`src/verilog/frs_pkg.sv`:
```
package frs_pkg;

    typedef enum logic [1:0] {
        TERM_OK      = 2'b00,
        TERM_FAIL    = 2'b01,
        TERM_INVALID = 2'b10,
        TERM_POLL    = 2'b11
    } frs_term_type;

    typedef enum logic [3:0] {
        CMD_NONE       = 4'b0000,
        CMD_READ       = 4'b0001,
        CMD_READ_DEL   = 4'b0010,
        CMD_READ_ID    = 4'b0011,
        CMD_READ_TRACK = 4'b0100,
        CMD_WRITE      = 4'b0101,
        CMD_WRITE_DEL  = 4'b0110,
        CMD_FORMAT     = 4'b0111,
        CMD_RECAL      = 4'b1000,
        CMD_SEEK       = 4'b1001,
        CMD_REL_SEEK   = 4'b1010
    } frs_cmd_type;

    typedef enum logic [1:0] {
        RS_RUN = 2'b00,
        RS_DOR = 2'b01,
        RS_DSR = 2'b10
    } frs_rst_type;

    typedef enum logic [1:0] {
        SEL_ST0 = 2'b00,
        SEL_ST1 = 2'b01,
        SEL_ST2 = 2'b10,
        SEL_ST3 = 2'b11
    } frs_sel_type;

    localparam logic [6:0] RECAL_LIMIT = 7'h50;
    localparam logic [6:0] STEP_ONE    = 7'h01;
    localparam logic [1:0] IDX_LIMIT   = 2'h2;
    localparam logic [1:0] IDX_ONE     = 2'h1;
    localparam logic [7:0] BAD_TRACK   = 8'hFF;
    localparam logic [2:0] DSR_HOLD    = 3'h4;
    localparam logic [2:0] DSR_ONE     = 3'h1;
    localparam logic       BIT_ZERO    = 1'h0;
    localparam logic       BIT_ONE     = 1'h1;

    typedef struct packed {
        logic [1:0] termination_code;
        logic       positioning_done;
        logic       drive_fault_flag;
        logic       unused3;
        logic       side_status;
        logic [1:0] drive_number;
    } frs_st0_type;

    typedef struct packed {
        logic end_of_track;
        logic unused6;
        logic crc_fault;
        logic service_late;
        logic unused3;
        logic sector_absent;
        logic write_blocked;
        logic id_sync_missing;
    } frs_st1_type;

    typedef struct packed {
        logic unused7;
        logic control_mark;
        logic data_crc_fault;
        logic wrong_cylinder;
        logic unused3;
        logic unused2;
        logic bad_cylinder;
        logic data_sync_missing;
    } frs_st2_type;

    typedef struct packed {
        logic       unused7;
        logic       write_protect;
        logic       one5;
        logic       track_zero_status;
        logic       one3;
        logic       side_status;
        logic [1:0] drive_number;
    } frs_st3_type;

    typedef struct packed {
        logic transfer_end_input;
        logic track_zero_input;
        logic write_protect_input;
        logic index_input;
        logic hw_reset;
    } frs_pins_type;

    typedef struct packed {
        logic         cmd_start;
        logic         term_valid;
        frs_term_type term_code;
        logic         pos_end;
        logic         step;
        logic         rel_under;
        logic         sec_over;
        logic         xfer_done;
        logic         id_crc;
        logic         data_crc;
        logic         late;
        logic         not_found;
        logic         id_fail;
        logic         seq_fail;
        logic         id_search;
        logic         id_found;
        logic         mark_seen;
        logic         mark_deleted;
        logic         mark_missing;
        logic         id_valid;
        logic [7:0]   id_track;
    } frs_ev_type;

    typedef struct packed {
        frs_rst_type  rst_state;
        logic         dor_rst;
        logic [2:0]   dsr_cnt;
        logic         exit;
        logic         pd;
        logic         poll_en;
        logic [7:0]   cfg;
        logic [7:0]   spec;
        frs_pins_type pins_meta;
        frs_pins_type pins;
        logic         idx_prev;
        logic [6:0]   step_cnt;
        logic [1:0]   idx_cnt;
        frs_st0_type  s0;
        frs_st1_type  s1;
        frs_st2_type  s2;
        logic [7:0]   rdata;
    } frs_state_type;

    localparam frs_state_type ST_RESET = '{
        default:   '0,
        rst_state: RS_DOR,
        dor_rst:   1'h1,
        poll_en:   1'h1
    };

endpackage

```
`src/verilog/frs_result_status.sv`:
```
module frs_result_status (
    input  wire logic                 core_clk,
    input  wire logic                 srst,
    input  wire frs_pkg::frs_ev_type  ev,
    input  wire frs_pkg::frs_cmd_type cmd_class,
    input  wire logic [7:0]           cur_track,
    input  wire logic                 cur_head,
    input  wire logic [1:0]           cur_drive,
    input  wire frs_pkg::frs_pins_type pins_raw,
    input  wire logic                 dor_wr,
    input  wire logic                 dor_reset_n,
    input  wire logic                 dsr_wr,
    input  wire logic                 dsr_reset,
    input  wire logic                 cfg_wr,
    input  wire logic                 cfg_poll_off,
    input  wire logic [7:0]           cfg_data,
    input  wire logic                 spec_wr,
    input  wire logic [7:0]           spec_data,
    input  wire logic                 pd_req,
    input  wire logic                 rd_strobe,
    input  wire frs_pkg::frs_sel_type rd_sel,
    output logic [7:0]                rd_data,
    output logic                      core_reset,
    output logic                      reset_exit,
    output logic                      powerdown,
    output logic                      poll_enable,
    output logic [7:0]                config_value,
    output logic [7:0]                specify_value,
    output logic                      dor_reset_state,
    output logic                      side_select_output,
    output logic [1:0]                drive_number
);

    frs_pkg::frs_state_type q;
    frs_pkg::frs_state_type next_q;
    frs_pkg::frs_st3_type   s3_view;
    logic                   in_reset;
    logic                   idx_edge;
    logic                   is_write;

    assign in_reset = (q.rst_state != frs_pkg::RS_RUN);
    assign idx_edge = q.pins.index_input && !q.idx_prev;
    assign is_write = (cmd_class == frs_pkg::CMD_WRITE)
                   || (cmd_class == frs_pkg::CMD_WRITE_DEL)
                   || (cmd_class == frs_pkg::CMD_FORMAT);

    // Pins are read only after the second synchroniser stage
    assign s3_view = '{
        unused7:           frs_pkg::BIT_ZERO,
        write_protect:     q.pins.write_protect_input,
        one5:              frs_pkg::BIT_ONE,
        track_zero_status: q.pins.track_zero_input,
        one3:              frs_pkg::BIT_ONE,
        side_status:       q.s0.side_status,
        drive_number:      q.s0.drive_number
    };

    always_comb begin
        next_q           = q;
        next_q.pins_meta = pins_raw;
        next_q.pins      = q.pins_meta;
        next_q.idx_prev  = q.pins.index_input;
        next_q.exit      = frs_pkg::BIT_ZERO;

        // Reset sources
        if (q.pins.hw_reset) begin
            next_q.dor_rst = frs_pkg::BIT_ONE;
        end else if (dor_wr) begin
            next_q.dor_rst = !dor_reset_n;
        end
        if (next_q.dor_rst) begin
            next_q.dsr_cnt = '0;
        end else if (dsr_wr && dsr_reset) begin
            next_q.dsr_cnt = frs_pkg::DSR_HOLD;
        end else if (q.dsr_cnt != '0) begin
            next_q.dsr_cnt = q.dsr_cnt - frs_pkg::DSR_ONE;
        end

        case (q.rst_state)
            frs_pkg::RS_RUN: begin
                if (next_q.dor_rst) begin
                    next_q.rst_state = frs_pkg::RS_DOR;
                end else if (next_q.dsr_cnt != '0) begin
                    next_q.rst_state = frs_pkg::RS_DSR;
                end
            end
            frs_pkg::RS_DOR: begin
                if (!next_q.dor_rst) begin
                    next_q.rst_state = frs_pkg::RS_RUN;
                end
            end
            frs_pkg::RS_DSR: begin
                if (next_q.dor_rst) begin
                    next_q.rst_state = frs_pkg::RS_DOR;
                end else if (next_q.dsr_cnt == '0) begin
                    next_q.rst_state = frs_pkg::RS_RUN;
                end
            end
            default: begin
                next_q.rst_state = frs_pkg::RS_DOR;
            end
        endcase

        if (in_reset && next_q.rst_state == frs_pkg::RS_RUN) begin
            next_q.exit = frs_pkg::BIT_ONE;
        end

        // Configuration writes
        if (spec_wr) begin
            next_q.spec = spec_data;
        end

        if (cfg_wr) begin
            next_q.cfg     = cfg_data;
            next_q.poll_en = !cfg_poll_off;
        end

        if (pd_req) begin
            next_q.pd = frs_pkg::BIT_ONE;
        end

        if (in_reset) begin
            // Specify values deliberately survive every reset but power-on
            next_q.pd       = frs_pkg::BIT_ZERO;
            next_q.cfg      = '0;
            next_q.poll_en  = frs_pkg::BIT_ONE;
            next_q.s0       = '0;
            next_q.s1       = '0;
            next_q.s2       = '0;
            next_q.step_cnt = '0;
            next_q.idx_cnt  = '0;
        end else begin

            // New command clears first so a same-cycle event still lands
            if (ev.cmd_start) begin
                next_q.s0       = '0;
                next_q.s1       = '0;
                next_q.s2       = '0;
                next_q.step_cnt = '0;
                next_q.idx_cnt  = '0;
            end

            if (ev.term_valid) begin
                next_q.s0.termination_code = ev.term_code;
            end

            if (ev.pos_end && (cmd_class == frs_pkg::CMD_SEEK
                    || cmd_class == frs_pkg::CMD_REL_SEEK
                    || cmd_class == frs_pkg::CMD_RECAL)) begin
                next_q.s0.positioning_done = frs_pkg::BIT_ONE;
            end

            if (ev.step && cmd_class == frs_pkg::CMD_RECAL
                    && q.step_cnt != frs_pkg::RECAL_LIMIT) begin
                next_q.step_cnt = q.step_cnt + frs_pkg::STEP_ONE;
                if (q.step_cnt + frs_pkg::STEP_ONE == frs_pkg::RECAL_LIMIT
                        && !q.pins.track_zero_input) begin
                    next_q.s0.drive_fault_flag = frs_pkg::BIT_ONE;
                end
            end

            if (ev.rel_under && cmd_class == frs_pkg::CMD_REL_SEEK) begin
                next_q.s0.drive_fault_flag = frs_pkg::BIT_ONE;
            end

            if (ev.sec_over || (ev.xfer_done && !q.pins.transfer_end_input
                    && (cmd_class == frs_pkg::CMD_READ
                    || cmd_class == frs_pkg::CMD_WRITE))) begin
                next_q.s1.end_of_track = frs_pkg::BIT_ONE;
            end

            if (ev.id_crc || ev.data_crc) begin
                next_q.s1.crc_fault = frs_pkg::BIT_ONE;
            end

            if (ev.data_crc) begin
                next_q.s2.data_crc_fault = frs_pkg::BIT_ONE;
            end

            if (ev.late) begin
                next_q.s1.service_late = frs_pkg::BIT_ONE;
            end

            if ((ev.not_found && (cmd_class == frs_pkg::CMD_READ
                    || cmd_class == frs_pkg::CMD_READ_DEL))
                    || (ev.id_fail && cmd_class == frs_pkg::CMD_READ_ID)
                    || (ev.seq_fail && cmd_class == frs_pkg::CMD_READ_TRACK)) begin
                next_q.s1.sector_absent = frs_pkg::BIT_ONE;
            end

            if (is_write && q.pins.write_protect_input) begin
                next_q.s1.write_blocked = frs_pkg::BIT_ONE;
            end

            // Index pulses counted only while hunting an ID mark
            if (ev.id_found) begin
                next_q.idx_cnt = '0;
            end else if (ev.id_search && idx_edge
                    && q.idx_cnt != frs_pkg::IDX_LIMIT) begin
                next_q.idx_cnt = q.idx_cnt + frs_pkg::IDX_ONE;
                if (q.idx_cnt + frs_pkg::IDX_ONE == frs_pkg::IDX_LIMIT) begin
                    next_q.s1.id_sync_missing = frs_pkg::BIT_ONE;
                end
            end

            if (ev.mark_missing) begin
                next_q.s1.id_sync_missing   = frs_pkg::BIT_ONE;
                next_q.s2.data_sync_missing = frs_pkg::BIT_ONE;
            end

            if (ev.mark_seen && ((cmd_class == frs_pkg::CMD_READ
                    && ev.mark_deleted) || (cmd_class == frs_pkg::CMD_READ_DEL
                    && !ev.mark_deleted))) begin
                next_q.s2.control_mark = frs_pkg::BIT_ONE;
            end

            if (ev.id_valid && ev.id_track != cur_track) begin
                next_q.s2.wrong_cylinder = frs_pkg::BIT_ONE;
                if (ev.id_track == frs_pkg::BAD_TRACK) begin
                    next_q.s2.bad_cylinder = frs_pkg::BIT_ONE;
                end
            end
        end

        next_q.s0.side_status  = cur_head;
        next_q.s0.drive_number = cur_drive;

        // Result byte capture
        if (rd_strobe) begin
            case (rd_sel)
                frs_pkg::SEL_ST0: next_q.rdata = q.s0;
                frs_pkg::SEL_ST1: next_q.rdata = q.s1;
                frs_pkg::SEL_ST2: next_q.rdata = q.s2;
                default:          next_q.rdata = s3_view;
            endcase
        end
    end

    always_ff @(posedge core_clk) begin
        if (srst) begin
            q <= frs_pkg::ST_RESET;
        end else begin
            q <= next_q;
        end
    end

    assign rd_data            = q.rdata;
    assign core_reset         = in_reset;
    assign reset_exit         = q.exit;
    assign powerdown          = q.pd;
    assign poll_enable        = q.poll_en;
    assign config_value       = q.cfg;
    assign specify_value      = q.spec;
    assign dor_reset_state    = q.dor_rst;
    assign side_select_output = q.s0.side_status;
    assign drive_number       = q.s0.drive_number;
endmodule

```
`config.mk`:
```
export PLATFORM = sky130hd
export DESIGN_NAME = frs_result_status
export DESIGN_NICKNAME = d
export VERILOG_FILES = /design/src/verilog/frs_pkg.sv /design/src/verilog/frs_result_status.sv
export SDC_FILE = /design/constraint.sdc
export NUM_CORES = 1
export LEC_CHECK = 0
export BUFFER_PORTS_ARGS = -buffer_cell sky130_fd_sc_hd__buf_2
export CORE_ASPECT_RATIO = 0.5
export CORE_MARGIN = 2
export CORE_UTILIZATION = 50
export CTS_BUF_LIST = sky130_fd_sc_hd__clkbuf_8 sky130_fd_sc_hd__clkbuf_16
export DETAILED_ROUTE_END_ITERATION = 16
export PLACE_DENSITY_LB_ADDON = 0.15
export SYNTH_ARGS = -nofsm -noshare
export SYNTH_HDL_FRONTEND = slang
export SYNTH_SLANG_ARGS = --single-unit
```
`constraint.sdc`:
```
create_clock -name core_clk -period 2.45 [get_ports core_clk]
set_clock_uncertainty 0.2 [all_clocks]
set_input_delay 0.245 -clock core_clk [delete_from_list [all_inputs] [get_ports core_clk]]
set_output_delay 0.245 -clock core_clk [all_outputs]
set_load 0.02 [all_outputs]
```
==> impl_metrics.py <==
metrics = {
    "sta": {
        "rsz0062_at_grt": "false",
        "setup_tns_ns": 0,
        "fmax_ghz": 0.475,
        "slew_headroom_pct": 69.6,
        "drv_slew": 0,
        "finalHoldViolCount": 0,
        "fin_crit_sh_pct": 86.0,
        "tightest_slew_ns": 0.455,
        "setup_viol": 0,
        "period_needed_ns": 2.11,
    },
    "synthesis": {
        "synth_seq_cells": 71,
        "ys_async_sr_fraction_pct": 0,
        "postSynthAreaPerCell_um2": 9.29,
        "synth_cells": 349,
        "synth_top_cell_area_share_pct": 43.9,
        "synth_area_um2": 3240,
        "yosys_warnings": 0,
        "yosysTopAreaCell": "dfxtp_1",
        "syn-num-nets": 435,
        "ys_seq_area_share_pct": 43.9,
        "synth_top_flop_cell": "dfxtp_1",
        "netlist_top_cells_area": "dfxtp_1 (44%), mux2i_1 (9.0%), nor2_1 (6.3%)",
        "synth-edff-count": 0,
        "ys_types": 44,
    },
    "setup_path": {
        "path_cells": "or3_1 > buf_4 > a21oi_1 > dlygate4sd3_1",
        "reg2reg_depth": 4,
        "critPathArrivalTime_ns": 2.18,
        "cp_num_cells": 4,
        "cp_slowest_cell": "dlygate4sd3_1",
        "cp-start-kind": "flop",
        "crit_fanout": 25,
        "end_kind": "flop",
        "cpLargestDelayFamily": "buffers and inverters",
        "cp_num_buf_inv": 2,
        "max_stage_delay_ns": 0.55,
        "critical_path_class": "flop to flop",
        "worstPathRequired_ns": 2.52,
    },
    "floorplan": {
        "core_um2": 6160,
        "io_pins": 110,
        "rows": 20,
        "dieHeight_um": 60.9,
        "fp.dieW_um": 118,
        "start_util_pct": 52.6,
        "floorplan.die_area_um2": 7180,
    },
    "cells_and_area": {
        "fin_util_pct": 70.5,
        "fillers": 504,
        "layout-drive-gt1-share_pct": 28.3,
        "nets": 555,
        "antenna_cells": 0,
        "syn2layout_area_growth_pct": 33.9,
    },
    "grt": {
        "track_usage_pct": 22.7,
        "grt_pass1_vias": 2838,
        "grt_antenna_before_repair": 0,
        "grt_pass1_wl_mm": 12.6,
        "grt_max_degree": 33,
        "grt-ovfl-total": 0,
    },
    "clock_network": {
        "ctsHoldBuffers": 40,
        "clk_path_buf_depth": 2,
        "clkTransAtPathRegs_ns": 0.06,
        "cts_tree": "done",
        "cts_max_level": 3,
        "numCtsBuffers": 9,
        "clk_latency_ns": 0.33,
        "cts_setup_buffers": 0,
        "cts_resized": 0,
        "root_buffer": "clkbuf_16",
        "cts.sinks": 71,
    },
    "routing": {
        "firstDrtPassIters": 4,
        "via_count": 2775,
        "antenna_left": 0,
        "post_drt_via_cell_ratio": 4.94,
        "drt-total-wl_mm": 7.47,
        "dr.first_iter.drc_count": 108,
        "drc": 0,
        "wire_per_inst_um": 13.3,
    },
    "worst_hold_path": {
        "min_path_cells": 3,
        "hp-class": "input pin to flop",
    },
    "power": {
        "power.density_nw_per_um2": 626,
        "leakage_nw": 1.93,
        "irDropWorstVdd_v": 0.000430,
    },
    "placed_design": {
        "io_buffers": 109,
        "hpwl_mm": 5.26,
        "gp_congestion": 0.869,
    },
    "job": {
        "maxCapViolCount": 0,
    },
    "run_status": {
        "status": "finished, final reports clean",
    },
}
## state kept, by name, summed over array words and instances (netlist names)
register,cells
side_select_output,1
specify_value,8
poll_enable,1
drive_number,2
config_value,8
reset_exit,1
dor_reset_state,1
rd_data,8
powerdown,1
next_q,6
q,34
## worst reg2reg max path, stage by stage (launching register included)
cell	delay [ns]
dfxtp_1	0.33
or3_1	0.54
buf_4	0.29
a21oi_1	0.14
dlygate4sd3_1	0.55
## metrics by stage
stage,instance area (um^2),std cells,worst slack [ns],hold WS [ns],power (mW)
6_report,4340,562,0.343,0.0265,2.72
3_3_place_gp,3650,506,0.665,0.220,1.48
5_1_grt,4340,562,0.213,0.0172,2.83
3_5_place_dp,3650,506,0.521,0.232,1.49
2_1_floorplan,3240,349,0.683,0.117,1.40
4_1_cts,4340,562,0.345,0.0110,2.74
## kinds of logic (layout without fill, tap and decap cells)
group / after synthesis / after routing / synth area share, %
buffers and inverters: 53 / 178 / 9.23
AOI/OAI and AO/OA: 43 / 43 / 8.73
adders and majority gates: 8 / 8 / 3.09
and+or+nand+nor: 128 / 128 / 21.0
DFF: 71 / 71 / 43.9
xor gates and xnor gates: 15 / 15 / 4.05
muxes: 31 / 31 / 10.0
## layer usage
metal  wire length, um  vias to the layer above  part of all wire, %  global-route usage [%]
met2              3640                       83                   49                    43.1
met1              3260                     1285                   44                    24.0
met3               442                       13                  5.9                    7.99
met4               121                        0                  1.6                    9.98
li1                  -                     1394                    -                       -
met5                 0                        -                    0                       0
## layout by cell type (no fill, tap or decap), types with 2 or more instances in the layout
master / count
a32oi_1: 2
clkbuf_8: 2
nand2b_1: 6
nand4b_1: 2
xnor2_1: 12
and3_1: 2
nand2_1: 11
a31oi_1: 2
nor2_1: 54
and2_1: 2
clkinv_2: 2
clkbuf_16: 9
ha_1: 8
xor2_1: 3
o21ai_0: 4
a211oi_1: 5
nand3b_1: 5
buf_4: 2
clkinvlp_4: 3
nand4_1: 5
nand3_1: 5
buf_2: 109
dfxtp_1: 71
nor3b_1: 6
dlygate4sd3_1: 40
a21oi_1: 22
inv_1: 11
mux2i_1: 29
nor2b_1: 19
nor3_1: 3
## report_power, final
part | internal, mW | switching [mW] | leakage [nW]
Sequential | 1.19 | 0.0162 | 0.579
Combinational | 0.160 | 0.148 | 1.21
Clock | 0.735 | 0.469 | 0.134
Total | 2.08 | 0.634 | 1.93
## Yosys cell counts, types with 2 or more instances
| cell type | n |
|---|---|
| nor2b_1 | 19 |
| nor3_1 | 3 |
| xor2_1 | 3 |
| a21oi_1 | 22 |
| clkbuf_1 | 14 |
| nand2_1 | 11 |
| buf_2 | 2 |
| and2_1 | 2 |
| nand3_1 | 5 |
| nand4b_1 | 2 |
| nor2_1 | 54 |
| nand3b_1 | 5 |
| a32oi_1 | 2 |
| nand4_1 | 5 |
| ha_1 | 8 |
| inv_1 | 11 |
| dfxtp_1 | 71 |
| a31oi_1 | 2 |
| a211oi_1 | 5 |
| mux2i_1 | 29 |
| nand2b_1 | 6 |
| buf_4 | 26 |
| nor3b_1 | 6 |
| xnor2_1 | 12 |
| o21ai_0 | 4 |
| and3_1 | 2 |
## path summary, 6_finish.rpt
check	start	to	slack, ns
setup reg to reg	q[76]	q[23]	0.34
hold reg to reg	next_q[45]	q[45]	0.24
hold / removal	ev[15]	q[18]	0.03
setup / recovery	q[76]	q[23]	0.34
## final cells by class
type	count	area, um^2	share of cell area (%)
Inverter	11	41.3	0.952
Sequential cell	71	1420	32.8
Multi-Input combinational cell	225	1520	35.0
Tap cell	88	110	2.54
Clock inverter	5	32.5	0.750
Timing Repair Buffer	151	961	22.1
Clock buffer	11	253	5.82
Note: power is estimated with default switching activity, not from simulation.
